===== src/design/wdrs_pkg.sv =====
// Purpose: constants for the watchdog and reset supervisor
// Assumes: 200 MHz system clock, byte-wide register port, 4-bit address
// Notes:   a 32.768 kHz timebase tick is derived internally from clk_i
package wdrs_pkg;

  // --------------------------------------------------------------------------
  // register map
  // --------------------------------------------------------------------------
  localparam logic [3:0] WDRS_ADDR_FLAGS = 4'h0;
  localparam logic [3:0] WDRS_ADDR_WDOG  = 4'h7;
  localparam logic [3:0] WDRS_ADDR_WDAY  = 4'hc;

  // field positions
  localparam int WDRS_FLAG_EXP_BIT  = 7;
  localparam int WDRS_WD_STEER_BIT  = 7;
  localparam int WDRS_WD_MULT_LSB   = 2;
  localparam int WDRS_WD_RES_LSB    = 0;
  localparam int WDRS_DAY_FT_BIT    = 6;
  localparam logic [7:0] WDRS_WDAY_MASK = 8'h47;  // writable bits of weekday reg

  // reset values
  localparam logic [7:0] WDRS_WDOG_RST = 8'h00;
  localparam logic [7:0] WDRS_WDAY_RST = 8'h00;

  // --------------------------------------------------------------------------
  // timing
  // --------------------------------------------------------------------------
  localparam int CLK_HZ         = 200_000_000;
  localparam int TB_HZ          = 32_768;
  // 200e6/32768 = 6103.5; rounded down so a tick is never slower
  localparam int TB_DIV         = CLK_HZ / TB_HZ;
  // 1/16 s at 32768 Hz
  localparam int RES_UNIT_TICKS = TB_HZ / 16;
  localparam int RST_PULSE_MS   = 100;            // inside 40..200 ms
  localparam int RST_PULSE_TB   = (TB_HZ * RST_PULSE_MS) / 1000;
  localparam int REQA_MIN_NS    = 200;
  localparam int REQA_REJ_NS    = 50;
  // accept point between reject and minimum: 125 ns
  localparam int REQA_CYC       = ((REQA_MIN_NS + REQA_REJ_NS) / 2 * (CLK_HZ / 1_000_000)) / 1000;
  localparam int REQB_MIN_MS    = 100;
  localparam int REQB_REJ_MS    = 20;
  // accept point 60 ms, counted in timebase ticks
  localparam int REQB_TB        = (TB_HZ * ((REQB_MIN_MS + REQB_REJ_MS) / 2)) / 1000;

endpackage : wdrs_pkg


===== src/design/wdrs_lowfilt.sv =====
// Purpose: low-level qualifier for an active-low request input
// Assumes: input synchronous to clk_i; count advances on en_i
// Notes:   fires one pulse once the input has stayed low for LIMIT steps
`timescale 1ns/100ps
`default_nettype none
module wdrs_lowfilt #(
  parameter int LIMIT = 20,
  parameter int CW    = 24
) (
  // clock and reset
  input  wire logic clk_i,
  input  wire logic rst_i,
  // step enable and input
  input  wire logic en_i,
  input  wire logic req_n_i,
  input  wire logic hold_i,
  // qualified request
  output logic      fire_o
);

  logic [CW-1:0] cnt_ff;
  logic [CW-1:0] nxt_cnt;
  logic          fire_ff;
  logic          nxt_fire;

  // any high level restarts the count, so short glitches never accumulate
  always_comb begin
    nxt_cnt  = cnt_ff;
    nxt_fire = 1'b0;
    if (req_n_i || hold_i) begin
      nxt_cnt = '0;
    end else if (en_i && (cnt_ff != CW'(LIMIT))) begin
      nxt_cnt = cnt_ff + 1'b1;
      if (cnt_ff == CW'(LIMIT - 1)) begin
        nxt_fire = 1'b1;
      end
    end
  end

  always_ff @(posedge clk_i) begin
    if (rst_i) begin
      cnt_ff  <= '0;
      fire_ff <= 1'b0;
    end else begin
      cnt_ff  <= nxt_cnt;
      fire_ff <= nxt_fire;
    end
  end

  assign fire_o = fire_ff;

endmodule : wdrs_lowfilt
`default_nettype wire


===== src/design/wdrs_top.sv =====
// Purpose: watchdog timer and reset supervisor with byte-wide register port
// Assumes: all inputs synchronous to clk_i; power_ok_i high above threshold
// Notes:   open-drain outputs given as drive-low enables
`timescale 1ns/100ps
`default_nettype none
module wdrs_top #(
  parameter int TB_DIV_P  = wdrs_pkg::TB_DIV,
  parameter int RST_TB_P  = wdrs_pkg::RST_PULSE_TB,
  parameter int REQB_TB_P = wdrs_pkg::REQB_TB,
  parameter int UNIT_P    = wdrs_pkg::RES_UNIT_TICKS
) (
  // clock and reset
  input  wire logic       clk_i,
  input  wire logic       rst_i,
  // register port
  input  wire logic       cs_i,
  input  wire logic       rd_i,
  input  wire logic       wr_i,
  input  wire logic [3:0] addr_i,
  input  wire logic [7:0] wdata_i,
  output logic      [7:0] rdata_o,
  // supervision inputs
  input  wire logic       power_ok_i,
  input  wire logic       watchdog_kick_in_i,
  input  wire logic       reset_request_a_n_i,
  input  wire logic       reset_request_b_n_i,
  input  wire logic       freq_wave_i,
  // outputs; an oe enable high means pin pulled low, reset_out_n_o is low while reset is out
  output logic            interrupt_or_freqtest_out_oe_o,
  output logic            reset_out_oe_o,
  output logic            reset_out_n_o
);
  import wdrs_pkg::*;

  // --------------------------------------------------------------------------
  // timebase
  // --------------------------------------------------------------------------
  logic [12:0] div_ff, nxt_div;
  logic        tick_ff, nxt_tick;

  // one tick per 32.768 kHz period drives every slow count
  always_comb begin
    nxt_div  = div_ff + 13'h1;
    nxt_tick = 1'b0;
    if (div_ff == 13'(TB_DIV_P - 1)) begin
      nxt_div  = 13'h0;
      nxt_tick = 1'b1;
    end
  end

  always_ff @(posedge clk_i) begin
    if (rst_i) begin
      div_ff  <= 13'h0;
      tick_ff <= 1'b0;
    end else begin
      div_ff  <= nxt_div;
      tick_ff <= nxt_tick;
    end
  end

  // --------------------------------------------------------------------------
  // reset requests
  // --------------------------------------------------------------------------
  logic rst_busy_ff;
  logic fire_a;
  logic fire_b;

  wdrs_lowfilt #(.LIMIT(REQA_CYC), .CW(8)) u_filt_a (
    .clk_i   (clk_i),
    .rst_i   (rst_i),
    .en_i    (1'b1),
    .req_n_i (reset_request_a_n_i),
    .hold_i  (rst_busy_ff),
    .fire_o  (fire_a)
  );

  wdrs_lowfilt #(.LIMIT(REQB_TB_P), .CW(16)) u_filt_b (
    .clk_i   (clk_i),
    .rst_i   (rst_i),
    .en_i    (tick_ff),
    .req_n_i (reset_request_b_n_i),
    .hold_i  (rst_busy_ff),
    .fire_o  (fire_b)
  );

  // --------------------------------------------------------------------------
  // registers and watchdog
  // --------------------------------------------------------------------------
  logic [7:0]  wdog_ff, nxt_wdog;
  logic [7:0]  wday_ff, nxt_wday;
  logic        exp_flag_ff, nxt_exp_flag;
  logic        irq_ff, nxt_irq;
  logic [7:0]  rdata_ff, nxt_rdata;
  logic [16:0] cnt_ff, nxt_cnt;
  logic [17:0] unit_ff, nxt_unit;
  logic        kick_ff;
  logic        wd_expire;

  // the 4 s unit at the real rate needs 18 bits; 16 would wrap to zero
  function automatic logic [17:0] unit_ticks(input logic [1:0] res);
    unit_ticks = 18'(UNIT_P) << {res, 1'b0};
  endfunction : unit_ticks

  wire [4:0] mult    = wdog_ff[WDRS_WD_MULT_LSB +: 5];
  wire [1:0] res     = wdog_ff[WDRS_WD_RES_LSB +: 2];
  wire       steer   = wdog_ff[WDRS_WD_STEER_BIT];
  wire       wr_wdog = cs_i && wr_i && (addr_i == WDRS_ADDR_WDOG);
  wire       wr_wday = cs_i && wr_i && (addr_i == WDRS_ADDR_WDAY);
  wire       rd_flag = cs_i && rd_i && (addr_i == WDRS_ADDR_FLAGS);
  wire       kick    = watchdog_kick_in_i ^ kick_ff;
  wire       wd_on   = (mult != 5'h0) && power_ok_i;

  assign wd_expire = wd_on && tick_ff && (cnt_ff == 17'h0) &&
                     (unit_ff == 18'h1) && !wr_wdog && !kick;

  // countdown in resolution units; sub-unit prescaler is restarted too,
  // so the error stays below one unit
  always_comb begin
    nxt_cnt  = cnt_ff;
    nxt_unit = unit_ff;
    if (!wd_on || wr_wdog || kick) begin
      nxt_cnt  = 17'({wr_wdog ? wdata_i[6:2] : mult});
      nxt_unit = unit_ticks(wr_wdog ? wdata_i[1:0] : res);
      nxt_cnt  = nxt_cnt - 17'h1;
    end else if (tick_ff) begin
      if (unit_ff <= 18'h1) begin
        nxt_unit = unit_ticks(res);
        if (cnt_ff != 17'h0) begin
          nxt_cnt = cnt_ff - 17'h1;
        end else begin
          nxt_cnt = 17'(mult) - 17'h1;
        end
      end else begin
        nxt_unit = unit_ff - 18'h1;
      end
    end
  end

  // register file, flags and interrupt
  always_comb begin
    nxt_wdog     = wdog_ff;
    nxt_wday     = wday_ff;
    nxt_exp_flag = exp_flag_ff;
    nxt_irq      = irq_ff;
    if (wr_wdog) begin
      nxt_wdog = wdata_i;
      if (wdata_i == 8'h00) begin
        nxt_irq = 1'b0;
      end
    end
    if (wr_wday) begin
      nxt_wday = wdata_i & WDRS_WDAY_MASK;
    end
    if (rd_flag) begin
      nxt_exp_flag = 1'b0;
    end
    if (wd_expire) begin
      nxt_exp_flag = 1'b1;
      if (steer) begin
        nxt_wdog = WDRS_WDOG_RST;
        nxt_wday[WDRS_DAY_FT_BIT] = 1'b0;
      end else begin
        nxt_irq = 1'b1;
      end
    end
    if (!power_ok_i) begin
      nxt_wdog = WDRS_WDOG_RST;
      nxt_irq  = 1'b0;
    end
  end

  // read data; bits nobody owns read as zero
  always_comb begin
    nxt_rdata = 8'h00;
    if (cs_i && rd_i) begin
      case (addr_i)
        WDRS_ADDR_FLAGS: nxt_rdata[WDRS_FLAG_EXP_BIT] = exp_flag_ff;
        WDRS_ADDR_WDOG:  nxt_rdata = wdog_ff;
        WDRS_ADDR_WDAY:  nxt_rdata = wday_ff;
        default:         nxt_rdata = 8'h00;
      endcase
    end
  end

  always_ff @(posedge clk_i) begin
    if (rst_i) begin
      wdog_ff     <= WDRS_WDOG_RST;
      wday_ff     <= WDRS_WDAY_RST;
      exp_flag_ff <= 1'b0;
      irq_ff      <= 1'b0;
      rdata_ff    <= 8'h00;
      cnt_ff      <= 17'h0;
      unit_ff     <= 18'h0;
      kick_ff     <= 1'b0;
    end else begin
      wdog_ff     <= nxt_wdog;
      wday_ff     <= nxt_wday;
      exp_flag_ff <= nxt_exp_flag;
      irq_ff      <= nxt_irq;
      rdata_ff    <= nxt_rdata;
      cnt_ff      <= nxt_cnt;
      unit_ff     <= nxt_unit;
      kick_ff     <= watchdog_kick_in_i;
    end
  end

  // --------------------------------------------------------------------------
  // reset output sequencer
  // --------------------------------------------------------------------------
  typedef enum logic [1:0] {
    WDRS_IDLE = 2'b00,
    WDRS_HOLD = 2'b01,
    WDRS_TIME = 2'b11
  } wdrs_state_t;

  wdrs_state_t state_ff, nxt_state;
  logic [15:0] rcnt_ff, nxt_rcnt;
  logic        nxt_busy;
  logic        oe_ff, nxt_oe;
  logic        rst_n_ff;     // pin level kept in its own flop, no gate after it

  // hold while supply is down, then time a fixed pulse after recovery
  always_comb begin
    nxt_state = state_ff;
    nxt_rcnt  = rcnt_ff;
    case (state_ff)
      WDRS_IDLE: begin
        if (!power_ok_i) begin
          nxt_state = WDRS_HOLD;
        end else if (fire_a || fire_b || (wd_expire && steer)) begin
          nxt_state = WDRS_TIME;
          nxt_rcnt  = 16'(RST_TB_P);
        end
      end
      WDRS_HOLD: begin
        if (power_ok_i) begin
          nxt_state = WDRS_TIME;
          nxt_rcnt  = 16'(RST_TB_P);
        end
      end
      WDRS_TIME: begin
        if (!power_ok_i) begin
          nxt_state = WDRS_HOLD;
        end else if (tick_ff) begin
          if (rcnt_ff <= 16'h1) begin
            nxt_state = WDRS_IDLE;
          end else begin
            nxt_rcnt = rcnt_ff - 16'h1;
          end
        end
      end
      default: nxt_state = WDRS_HOLD;
    endcase
    nxt_busy = (nxt_state != WDRS_IDLE);
  end

  // watchdog interrupt wins; the test wave only shows when nothing else does
  always_comb begin
    nxt_oe = irq_ff;
    if (!irq_ff && wday_ff[WDRS_DAY_FT_BIT] && power_ok_i &&
        (steer || (wdog_ff == 8'h00))) begin
      nxt_oe = !freq_wave_i;
    end
  end

  always_ff @(posedge clk_i) begin
    if (rst_i) begin
      state_ff    <= WDRS_TIME;
      rcnt_ff     <= 16'(RST_TB_P);
      rst_busy_ff <= 1'b1;
      rst_n_ff    <= 1'b0;
      oe_ff       <= 1'b0;
    end else begin
      state_ff    <= nxt_state;
      rcnt_ff     <= nxt_rcnt;
      rst_busy_ff <= nxt_busy;
      rst_n_ff    <= !nxt_busy;
      oe_ff       <= nxt_oe;
    end
  end

  assign rdata_o                        = rdata_ff;
  assign interrupt_or_freqtest_out_oe_o = oe_ff;
  assign reset_out_oe_o                 = rst_busy_ff;
  assign reset_out_n_o                  = rst_n_ff;

endmodule : wdrs_top
`default_nettype wire


===== config.mk =====
export PLATFORM = sky130hd
export DESIGN_NAME = wdrs_top
export DESIGN_NICKNAME = d
export VERILOG_FILES = /design/src/design/wdrs_pkg.sv /design/src/design/wdrs_lowfilt.sv /design/src/design/wdrs_top.sv
export SDC_FILE = /design/constraint.sdc
export NUM_CORES = 1
export LEC_CHECK = 0
export BUFFER_PORTS_ARGS = -buffer_cell sky130_fd_sc_hd__buf_2
export CORE_ASPECT_RATIO = 0.9
export CORE_MARGIN = 5
export CORE_UTILIZATION = 60
export CTS_CLUSTER_SIZE = 10
export DETAILED_ROUTE_END_ITERATION = 10
export HOLD_SLACK_MARGIN = 0.02
export PLACE_DENSITY = 0.78
export SETUP_SLACK_MARGIN = 0.5
export SYNTH_ARGS = -nofsm -noshare
export SYNTH_HDL_FRONTEND = slang
export SYNTH_HIERARCHICAL = 1
export SYNTH_SLANG_ARGS = --single-unit

===== constraint.sdc =====
create_clock -name clk_i -period 3.98 [get_ports clk_i]
set_clock_uncertainty 0.15 [all_clocks]
set_input_delay 0.796 -clock clk_i [delete_from_list [all_inputs] [get_ports clk_i]]
set_output_delay 0.796 -clock clk_i [all_outputs]
set_load 0.02 [all_outputs]

==> results of run 1 <==
-- metal layers --
layer,vias to the layer above,wire length (microns)
met4,0,301
met2,256,7990
met3,39,1250
met1,3092,7690
met5,-,0
li1,3078,-
-- power breakdown --
group | switching, W | total, W | internal (W)
Clock | 0.000554 | 0.00166 | 0.00110
Combinational | 0.0000921 | 0.000147 | 0.0000553
Sequential | 0.0000273 | 0.00124 | 0.00121
-- state kept, by name, summed over array words and instances, names as in the netlist, 2 cells and up --
register	count
cnt_ff	17
div_ff	13
rcnt_ff	16
rdata_o	8
state_ff	2
u_filt_a/cnt_ff	8
u_filt_b/cnt_ff	16
unit_ff	18
wday_ff	4
wdog_ff	8
-- through the flow --
step                      cells  power, W
final                      1002   0.00304
after CTS                  1002   0.00306
after detailed placement    970   0.00141
after global placement      970   0.00140
after global routing       1002   0.00314
after floorplan             808   0.00136
-- worst min-delay path: stages (launching register included) --
cell and delay (ns):
dfxtp_1 0.31, inv_1 0.05, a21oi_1 0.08
-- path summary, 6_finish.rpt --
| kind | endpoint | cells past startpoint | slack [ns] | start |
|---|---|---|---|---|
| max | cnt_ff[13] | 7 | 1.07 | wdog_ff[2] |
| min | interrupt_or_freqtest_out_oe_o | 2 | 0.34 | irq_ff |
| max reg2reg | cnt_ff[13] | 7 | 1.07 | wdog_ff[2] |
| min reg2reg | interrupt_or_freqtest_out_oe_o | 2 | 0.34 | irq_ff |
-- cell type report --
type / count / area (sq um)
Clock buffer: 18 / 429
Clock inverter: 14 / 206
Fill cell: 858 / 3270
Inverter: 35 / 131
Multi-Input combinational cell: 622 / 4020
Sequential cell: 119 / 2380
Tap cell: 152 / 190
Timing Repair Buffer: 42 / 235
-- placed cells by master (no fill, tap or decap), drive strengths merged, types with 8 or more instances in the layout --
cell type,synthesis,routed
a21o,8,8
nor2,91,91
nor4,20,20
a211oi,27,27
o21ai,39,39
ha,17,17
clkbuf,21,18
nand2,59,59
a22oi,8,8
nand4,29,29
a21oi,39,39
dfxtp,119,119
nand3,30,30
o211ai,10,10
or3,18,18
buf,11,42
inv,34,34
a31oi,13,13
xnor2,22,22
mux2i,12,12
or4,11,11
xor2,18,18
nor3,34,34
and3,9,9
-- logic make-up after synthesis --
family	after synthesis	share of synthesized area, %
simple gates	344	28.3
compound gates	201	21.0
flops	119	35.7
buf+inv	67	4.48
xor+xnor	40	5.25
fa+ha+maj	17	3.19
mux	13	1.97
other cells	1	0.0562
==> results.md, run 1 <==
- Status: complete, no violations
- Leading area contributor after synthesis: dfxtp_1
- Total core area: between 10000 and 15000 sq um
- Hold Slack: 0.340 ns
- Synth-to-layout area growth: 13.7%
- GRT Max-Usage Layer: met2
- Slowest-stage cell, CP: a311oi_1
- Total GRT Usage: between 20% and 30%
- TNS Setup: 0 ns
- Setup crit end kind: flop
- Max Freq: about 0.34 GHz
- RSZ-0062 raised after global routing: false
- CTS Buf Count: 17
- Rel. slew slack: 23.8%
- Detailed Place HPWL: roughly 12000 microns
- Horiz. Die Dim: ~120 microns
- Final WL: between 15000 and 20000 microns
- DR WL/cell: around 17 microns
- Fin. max-slew vios: 0
- #FFs+latches synth: roughly 120
- Crit-path max cell delay: approximately 0.85 ns
- I/O Pins: 33
- Initial antenna violation count: 0
- Cell with the most instances after synthesis: dfxtp_1
- Clk_lat worst skew: around 0.42 ns
- Initial core utilization: 61.5%
- N_diodes: 0
- M1 GR Usage: around a third
- Worst slack, placed: roughly 0.75 ns
- Worst-path cell chain: inv_1 -> ha_1 -> or4b_1 -> nand3_1 -> a311oi_1 -> o21ai_1 -> a211oi_1
- Crit path buffers/inverters: 1
- Mapped Cells: about 800
- Count of final setup violators: 0
- Final Instance Area: 7590 sq um
- Max Cap Viol: 0
- WP data arrival: 3.10 ns
- Leakage: 2.74 nW
- CTS tree: yes
- Post-CTS Setup Bufs: 0
- Max clock buf depth: 2
- Average cell area after synthesis: roughly 8.3 sq um
- DR vias: about 6500
- Final worst setup slack: between 1 and 1.5 ns
- Row Count: 36
- Vias in the first global route: 6136
- 1st-iter DRT viols: between 600 and 700
- Final core occ: 69.9%
- First-pass GRT wire length: 29300 microns
- Synth top cells by count: 119 x dfxtp_1, 90 x nor2_1, 58 x nand2_1
- Post-synth EDFFs: 0
- Worst path required time: approximately 4.2 ns
- Tmin final: 2.91 ns
- Resized cells post-CTS: 0
- CTS Sinks: 119
- CTS Hold Bufs: 0
- Top cell type's share of synthesized area: 35.7%
- Placed Area: slightly below 7000 sq um
- Yosys cell types: 83
- Largest net degree at the start of global routing: 38
- Post-route DRC: 0
- Top_reg_cell synth: dfxtp_1
- Die Area: approximately 13000 sq um
- Grt total ovfl: 0
- Drt via density: between 6 and 7
- GPL Wtd Cong: around 0.9
- Synth Cell Area: around 6700 sq um
- Hold Path Class: reg -> reg
- Crit-path leading delay family: compound AO/OA/AOI/OAI gates
- Crit Path Category: reg -> reg
- Power Density: ~400 nW/um^2
- Measured slew at the worst slew-check pin: 1.13 ns
- Synth async-reset ratio: 0%
- Maximum VDD drop: around 0.37 mV
- Synthesis Warnings: 6
- Clock transition at the registers of the reported paths: 0.06 ns
- Root buffer cell: clkbuf_16
- Final Net Count: 876
- Final count of hold timing violations: 0
- Share of post-route cells with drive strength above 1: 12.2%
- Die Y: 110 microns
- GR Layer Usage met3: about 6.1%
- CP max FO: 6
- H-Tree Depth: 4
- Startpoint types: flop
- First-pass DRT Iterations: 5
- Met2 GRT Util: 44.9%
- Sequential-to-total area share from yosys stat: roughly 36%
- Antenna Nets Post-Route: 0
- Top cells by area, synth: dfxtp_1 36%, nor2_1 5.1%, nand2_1 3.3%
- I/O Buffers: 32
- Final worst-path cycle share: 73.2%
No activity file was read; power rests on OpenSTA's default activity.
==> inputs of run 2 (changes only) <==
ABC_AREA = 1   (was unset)
clock period = 3 ns   (was 3.98 ns; I/O delays follow)
==> results.md, run 2 <==
- H-Tree Depth: 4 (unchanged)
- Leakage: 3.58 nW (+31%)
- Power Density: 508 nW/um^2 (+27%)
- Largest registers: unit_ff x18, cnt_ff x17
- Post-route DRC: 0 (unchanged)
- TNS Setup: 0 ns (unchanged)
- Syn_nets: between 1000 and 1500
- Final worst-path cycle share: 75.7% (+2.5 points)
- Vias in the first global route: 5966 (-2.8%)
- First-pass GRT wire length: 28300 microns (-3.5%)
- Final worst setup slack: 0.729 ns (-0.337 ns)
- Reg area: 2380 sq um (unchanged)
- Resized cells post-CTS: 0 (unchanged)
- Synth top cells by count: 240 x nand2_1, 156 x nor2_1, 119 x dfxtp_1
- Post-CTS Setup Bufs: 0 (unchanged)
- Mapped Cells: 1080 (+35%)
- Startpoint types: flop
- Top_reg_cell synth: dfxtp_1
- Worst path required time: 3.14 ns (-1.02 ns)
- Cell with the most instances after synthesis: nand2_1
- I/O Pins: 33 (unchanged)
- Max Used Layer: met4
- Fin. max-slew vios: 0 (unchanged)
- Synth Cell Area: 7270 sq um (+8.9%)
- Yosys cell types: 49 (-41%)
- Status: complete, no violations
- Leading area contributor after synthesis: dfxtp_1
- Commonest non-fill, non-tap cell in the layout: nand2_1
- Met2 WL post-DR: 7520 microns (-5.9%)
- CTS tree: yes
- Antenna Nets Post-Route: 0 (unchanged)
- Max reg flops: 18 (unchanged)
- First-pass DRT Iterations: 6 (+1)
- Max clock buf depth: 2 (unchanged)
- Sequential-to-total area share from yosys stat: 32.8% (-2.9 points)
- Worst slack, placed: 0.547 ns (-0.207 ns)
- Hold Path Class: in -> reg
- Total core area: 12000 sq um (+10%)
- #FFs+latches synth: 119 (unchanged)
- Final WL: 16900 microns (-2.0%)
- Horiz. Die Dim: 126 microns (+4.0%)
- Top cell type's share of synthesized area: 32.8% (-2.9 points)
- Final Net Count: 1152 (+32%)
- Initial core utilization: 60.7% (-0.80 points)
- Count of final setup violators: 0 (unchanged)
- Synth async-reset ratio: 0% (unchanged)
- WP data arrival: 2.41 ns (-0.69 ns)
- Maximum VDD drop: 0.383 mV (+3.4%)
- 1st-iter DRT viols: 591 (-9.1%)
- Die Area: 14400 sq um (+8.1%)
- Post-route insts no fill: 1286 (+28%)
- DR WL/cell: 13.1 microns (-24%)
- Crit Path Category: reg -> reg
- Synth-to-layout area growth: 12.1%
- Root buffer cell: clkbuf_16
- Top cells by area, synth: dfxtp_1 33%, nand2_1 12%, nor2_1 8.1%
- Initial antenna violation count: 0 (unchanged)
- CTS Buf Count: 17 (unchanged)
- Most frequent cells in the layout: 240 x nand2_1, 156 x nor2_1, 119 x dfxtp_1, 109 x inv_1, 109 x nand3_1
- Average cell area after synthesis: 6.73 sq um (-19%)
- Row Count: 38 (+5.6%)
- DR vias: 6827 (+5.6%)
- Placed Cells: 1252 (+29%)
- Clock transition at the registers of the reported paths: 0.05 ns (about the same)
- Rel. slew slack: 58.3% (+35 points)
- Max Cap Viol: 0 (unchanged)
- CTS Hold Bufs: 0 (unchanged)
- Detailed Place HPWL: 12200 microns (+0.67%)
- Top reg by flops: unit_ff
- N_diodes: 0 (unchanged)
- CP max FO: 25 (+19)
- CTS Sinks: 119 (unchanged)
- RSZ-0062 raised after global routing: false
- Grt total ovfl: 0 (unchanged)
- Setup crit end kind: flop
- Measured slew at the worst slew-check pin: 0.620 ns (-0.513 ns)
- Fillcell total: 1038 (+21%)
- Final count of hold timing violations: 0 (unchanged)
- Largest net degree at the start of global routing: 33 (-13%)
- Clk_lat worst skew: 0.42 ns (about the same)
- Max Freq: 0.440 GHz (+28%)
- Met1 Wirelength: 8110 microns (+5.4%)
- Drt via density: 5.31 (-18%)
- Die Y: 114 microns (+4.0%)
- Share of post-route cells with drive strength above 1: 13.9% (+1.7 points)
- Total GRT Usage: 23.7% (-3.3 points)
- Metal3 WL: 867 microns (-31%)
- Synthesis Warnings: 6 (unchanged)
- I/O Buffers: 32 (unchanged)
- Area of the multi-input gates: 4230 sq um (+5.3%)
- GPL Wtd Cong: 0.977 (+6.0%)
- Tmin final: 2.27 ns (-0.643 ns)
- Post-synth EDFFs: 0 (unchanged)
==> run 2: logic make-up after synthesis <==
kind of cell / count (synthesis) / synth area share [%]
simple gates: 613 / 39.5
compound gates: 151 / 12.1
buf+inv: 150 / 9.10
flops: 119 / 32.8
xor+xnor: 29 / 3.49
fa+ha+maj: 17 / 2.93
other cells: 1 / 0.0516
==> run 2: layout make-up <==
class	count	area share, %
clock buffer	24	6.04
clock inverter	8	1.75
inverter	123	5.70
multi-input combinational	811	51.9
sequential	119	29.2
tap	160	2.46
timing repair buffer	41	2.95
==> run 2: critical path: stages, from the launching register on <==
cell and delay, ns:
dfxtp_1 0.33, inv_1 0.13, ha_1 0.19, nand3_1 0.11
nor2_2 0.14, nand2_4 0.16, nor2_4 0.19, nand3_4 0.12
nand3_4 0.25, nand2_2 0.17, nand2_1 0.09, nand3_1 0.08
==> run 2: per-stage QoR <==
stage	power (W)	cell area, sq um	hold WS (ns)	utilization (%)
6_report	0.00414	8150	0.291	68.0
5_1_grt	0.00429	8150	0.307	68.0
4_1_cts	0.00416	8120	0.280	67.8
3_5_place_dp	0.00198	7490	0.300	62.5
3_3_place_gp	0.00197	7490	0.291	62.5
2_1_floorplan	0.00191	7270	0.280	-
==> run 2: path summary, 6_finish.rpt <==
kind	to	from	cells after the start	slack, ns
hold / removal	kick_ff	watchdog_kick_in_i	3	0.29
hold reg to reg	div_ff[0]	div_ff[0]	1	0.31
setup reg to reg	rcnt_ff[11]	cnt_ff[0]	11	0.73
setup / recovery	rcnt_ff[11]	cnt_ff[0]	11	0.73
==> run 2: power by group <==
group | total, W | switching [W] | leakage (nW) | internal, W
sequential | 0.00166 | 0.0000407 | 0.969 | 0.00162
clock | 0.00218 | 0.000705 | 0.310 | 0.00147
combinational | 0.000297 | 0.000187 | 2.30 | 0.000110
total | 0.00414 | 0.000933 | 3.58 | 0.00320
==> run 2: metal layers <==
metal	GRT usage (%)	vias up
met5	0	-
met1	32.3	3044
met3	5.60	32
li1	-	3563
met2	36.7	188
met4	8.79	0
==> inputs of run 3 (changes only) <==
CORE_UTILIZATION = 56   (was 60)
PLACE_DENSITY = 0.76   (was 0.78)
clock period = 1.9 ns   (was 3 ns; I/O delays follow)
==> results.md, run 3 (synthesis gave the netlist of run 2 again) <==
- Horiz. Die Dim: 130 microns (+3.2%)
- Total core area: 12700 sq um (+5.9%)
- Clk_lat worst skew: 0.43 ns (about the same)
- Top reg by flops: unit_ff
- Setup crit end kind: flop
- Combinational power share: 10.1% (+2.9 points)
- Pint: 0.00492 W (+54%)
- Max clock buf depth: 2 (unchanged)
- Die Y: 118 microns (+3.2%)
- Startpoint types: flop
- Slowest-stage cell, CP: dfxtp_2
- Status: finished, violations left
- Clock transition at the registers of the reported paths: 0.06 ns (about the same)
- Max Freq: 0.497 GHz (+13%)
- Die Area: 15400 sq um (+6.5%)
- Max reg flops: 18 (unchanged)
- I/O Pins: 33 (unchanged)
- Final Net Count: 1290 (+12%)
- Grt total ovfl: 0 (unchanged)
- Max Cap Viol: 0 (unchanged)
- Drt via density: 5.65 (+6.4%)
- First-pass GRT wire length: 33100 microns (+17%)
- Switching Fraction: 24.6% (+2.1 points)
- Final WL: 22800 microns (+35%)
- Share of post-route cells with drive strength above 1: 38.3% (+24 points)
- Initial core utilization: 57.3% (-3.4 points)
- Most frequent cells in the layout: 206 x nand2_1, 119 x buf_4, 118 x nor2_1, 92 x dfxtp_1, 88 x inv_1
- DR vias: 8055 (+18%)
- Crit Path Category: reg -> reg
- Row Count: 39 (+2.6%)
- Reg2reg setup slack: -0.11 ns (-0.84 ns)
- Initial antenna violation count: 0 (unchanged)
- CTS tree: yes
- Commonest non-fill, non-tap cell in the layout: nand2_1
- Power Density: 635 nW/um^2 (+25%)
- Worst path required time: 2.06 ns (-1.08 ns)
- 1st-iter DRT viols: 814 (+38%)
- Crit-path max cell delay: 0.32 ns (about the same)
- Root buffer cell: clkbuf_16
- Crit-path leading delay family: simple AND/OR/NAND/NOR gates
- N_diodes: 0 (unchanged)
- Worst-path cell chain: inv_2 -> ha_4 -> inv_4 -> nor3_4 -> nand2_2 -> nor2_4 -> nand2_2 -> nand2_4 -> nand2_4 -> nand2_8 -> inv_8 -> nor2_4 -> clkbuf_16 -> a21oi_2
- Part of the power in registers: 39.8% (-0.4 points)
- Final worst-path cycle share: 106% (+30 points)
- Vias in the first global route: 7240 (+21%)
- First-pass DRT Iterations: 5 (-1)
- CP max FO: 6 (-76%)
- Count of final setup violators: 42 (+42)
- NetSw: 0.00161 W (+73%)
- DR WL/cell: 16.0 microns (+21%)
- Antenna Nets Post-Route: 0 (unchanged)
- Crit path buffers/inverters: 4 (+3)
- Synth-to-layout area growth: 41.4%
- Failing checks: negative setup slack
- Tmin final: 2.01 ns (-0.258 ns)
- Hold Path Class: in -> reg
- Largest net degree at the start of global routing: 26 (-21%)
- Detailed Place HPWL: 13100 microns (+7.5%)
- Fin. max-slew vios: 0 (unchanged)
- Final count of hold timing violations: 0 (unchanged)
- H-Tree Depth: 4 (unchanged)
- CTS Sinks: 119 (unchanged)
- Clock network power share: 50.1% (-2.6 points)
- Largest registers: unit_ff x18, cnt_ff x17
- Leakage: 4.54 nW (+27%)
- WP data arrival: 2.18 ns (-0.23 ns)
- I/O Buffers: 32 (unchanged)
- Power Total: 0.00653 W (+58%)
- Total GRT Usage: 26.1% (+2.5 points)
- GPL Wtd Cong: 0.923 (-5.6%)
- Post-route DRC: 0 (unchanged)
- CTS Buf Count: 17 (unchanged)
- Maximum VDD drop: 0.704 mV (+84%)
- Final worst setup slack: -0.113 ns (-0.842 ns)
- RSZ-0062 raised after global routing: true
- Final core occ: 81.1% (+13 points)
## run 3: cell types whose count changed in the layout (fill, tap and decap cells not counted), sizes merged
cell      before  now
bufinv         4    3
clkinv         5    8
inv          121  119
clkinvlp       1    2
nand2        257  259
clkbuf        24   23
buf           41  175
## run 3: worst reg2reg max path, delay by kind of cell (launching register included)
| kind | cells | cell delay (ns) |
|---|---|---|
| AO/OA/AOI/OAI | 1 | 0.05 |
| flip-flops | 1 | 0.32 |
| buffers and inverters | 4 | 0.36 |
| adder cells (fa/ha/maj) | 1 | 0.15 |
| AND/OR/NAND/NOR | 8 | 0.88 |
## run 3: cell type report
cell class | count | area [sq um]
clock inverters | 9 | 126
inverters | 123 | 507
multi-input cells | 813 | 5050
well taps | 164 | 205
fillers | 772 | 2400
clock buffers | 21 | 460
repair buffers | 177 | 1490
flip-flops and latches | 119 | 2440
## run 3: stage by stage
stage | cell area [sq um] | hold slack [ns] | setup TNS (ns) | instances | setup slack (ns)
2_1_floorplan | 7480 | 0.286 | -0.00668 | 1080 | -0.00668
3_3_place_gp | 8380 | 0.300 | -2.00 | 1347 | -0.138
3_5_place_dp | 8380 | 0.305 | -3.88 | 1347 | -0.206
4_1_cts | 9740 | 0.0286 | -0.507 | 1408 | -0.0361
5_1_grt | 10300 | 0.0351 | -6.65 | 1426 | -0.189
6_report | 10300 | 0.0338 | -2.30 | 1426 | -0.113
## run 3: final timing paths
| path | endpoint | depth (start not counted) | startpoint |
|---|---|---|---|
| min | kick_ff | 3 | watchdog_kick_in_i |
| max reg2reg | cnt_ff[6] | 14 | unit_ff[1] |
| max | cnt_ff[6] | 14 | unit_ff[1] |
| min reg2reg | div_ff[0] | 1 | div_ff[0] |
## run 3: metal layers
layer	part of all wire (%)	vias up	routed length, microns	GRT usage [%]
met5	0	-	0	0
met3	7.1	104	1600	6.76
li1	-	3854	-	-
met1	40	3731	9100	32.6
met2	49	366	11200	43.2
met4	3.9	0	886	9.35
## run 3: power groups by stage
stage | registers (W) | logic, W | clock network [W]
floorplan | 0.00266 | 0.000374 | 0
global placement | 0.00266 | 0.000537 | 0
detailed placement | 0.00266 | 0.000544 | 0
CTS | 0.00261 | 0.000589 | 0.00328
global route | 0.00261 | 0.000717 | 0.00343
finish | 0.00260 | 0.000657 | 0.00327
## run 3: timing repair
action,in CTS,in global routing
setup endpoints to repair,116,119
cloned,2,2
buffers inserted,29,16
pin swaps,57,55
hold buffers,0,0
resized for setup,146,114
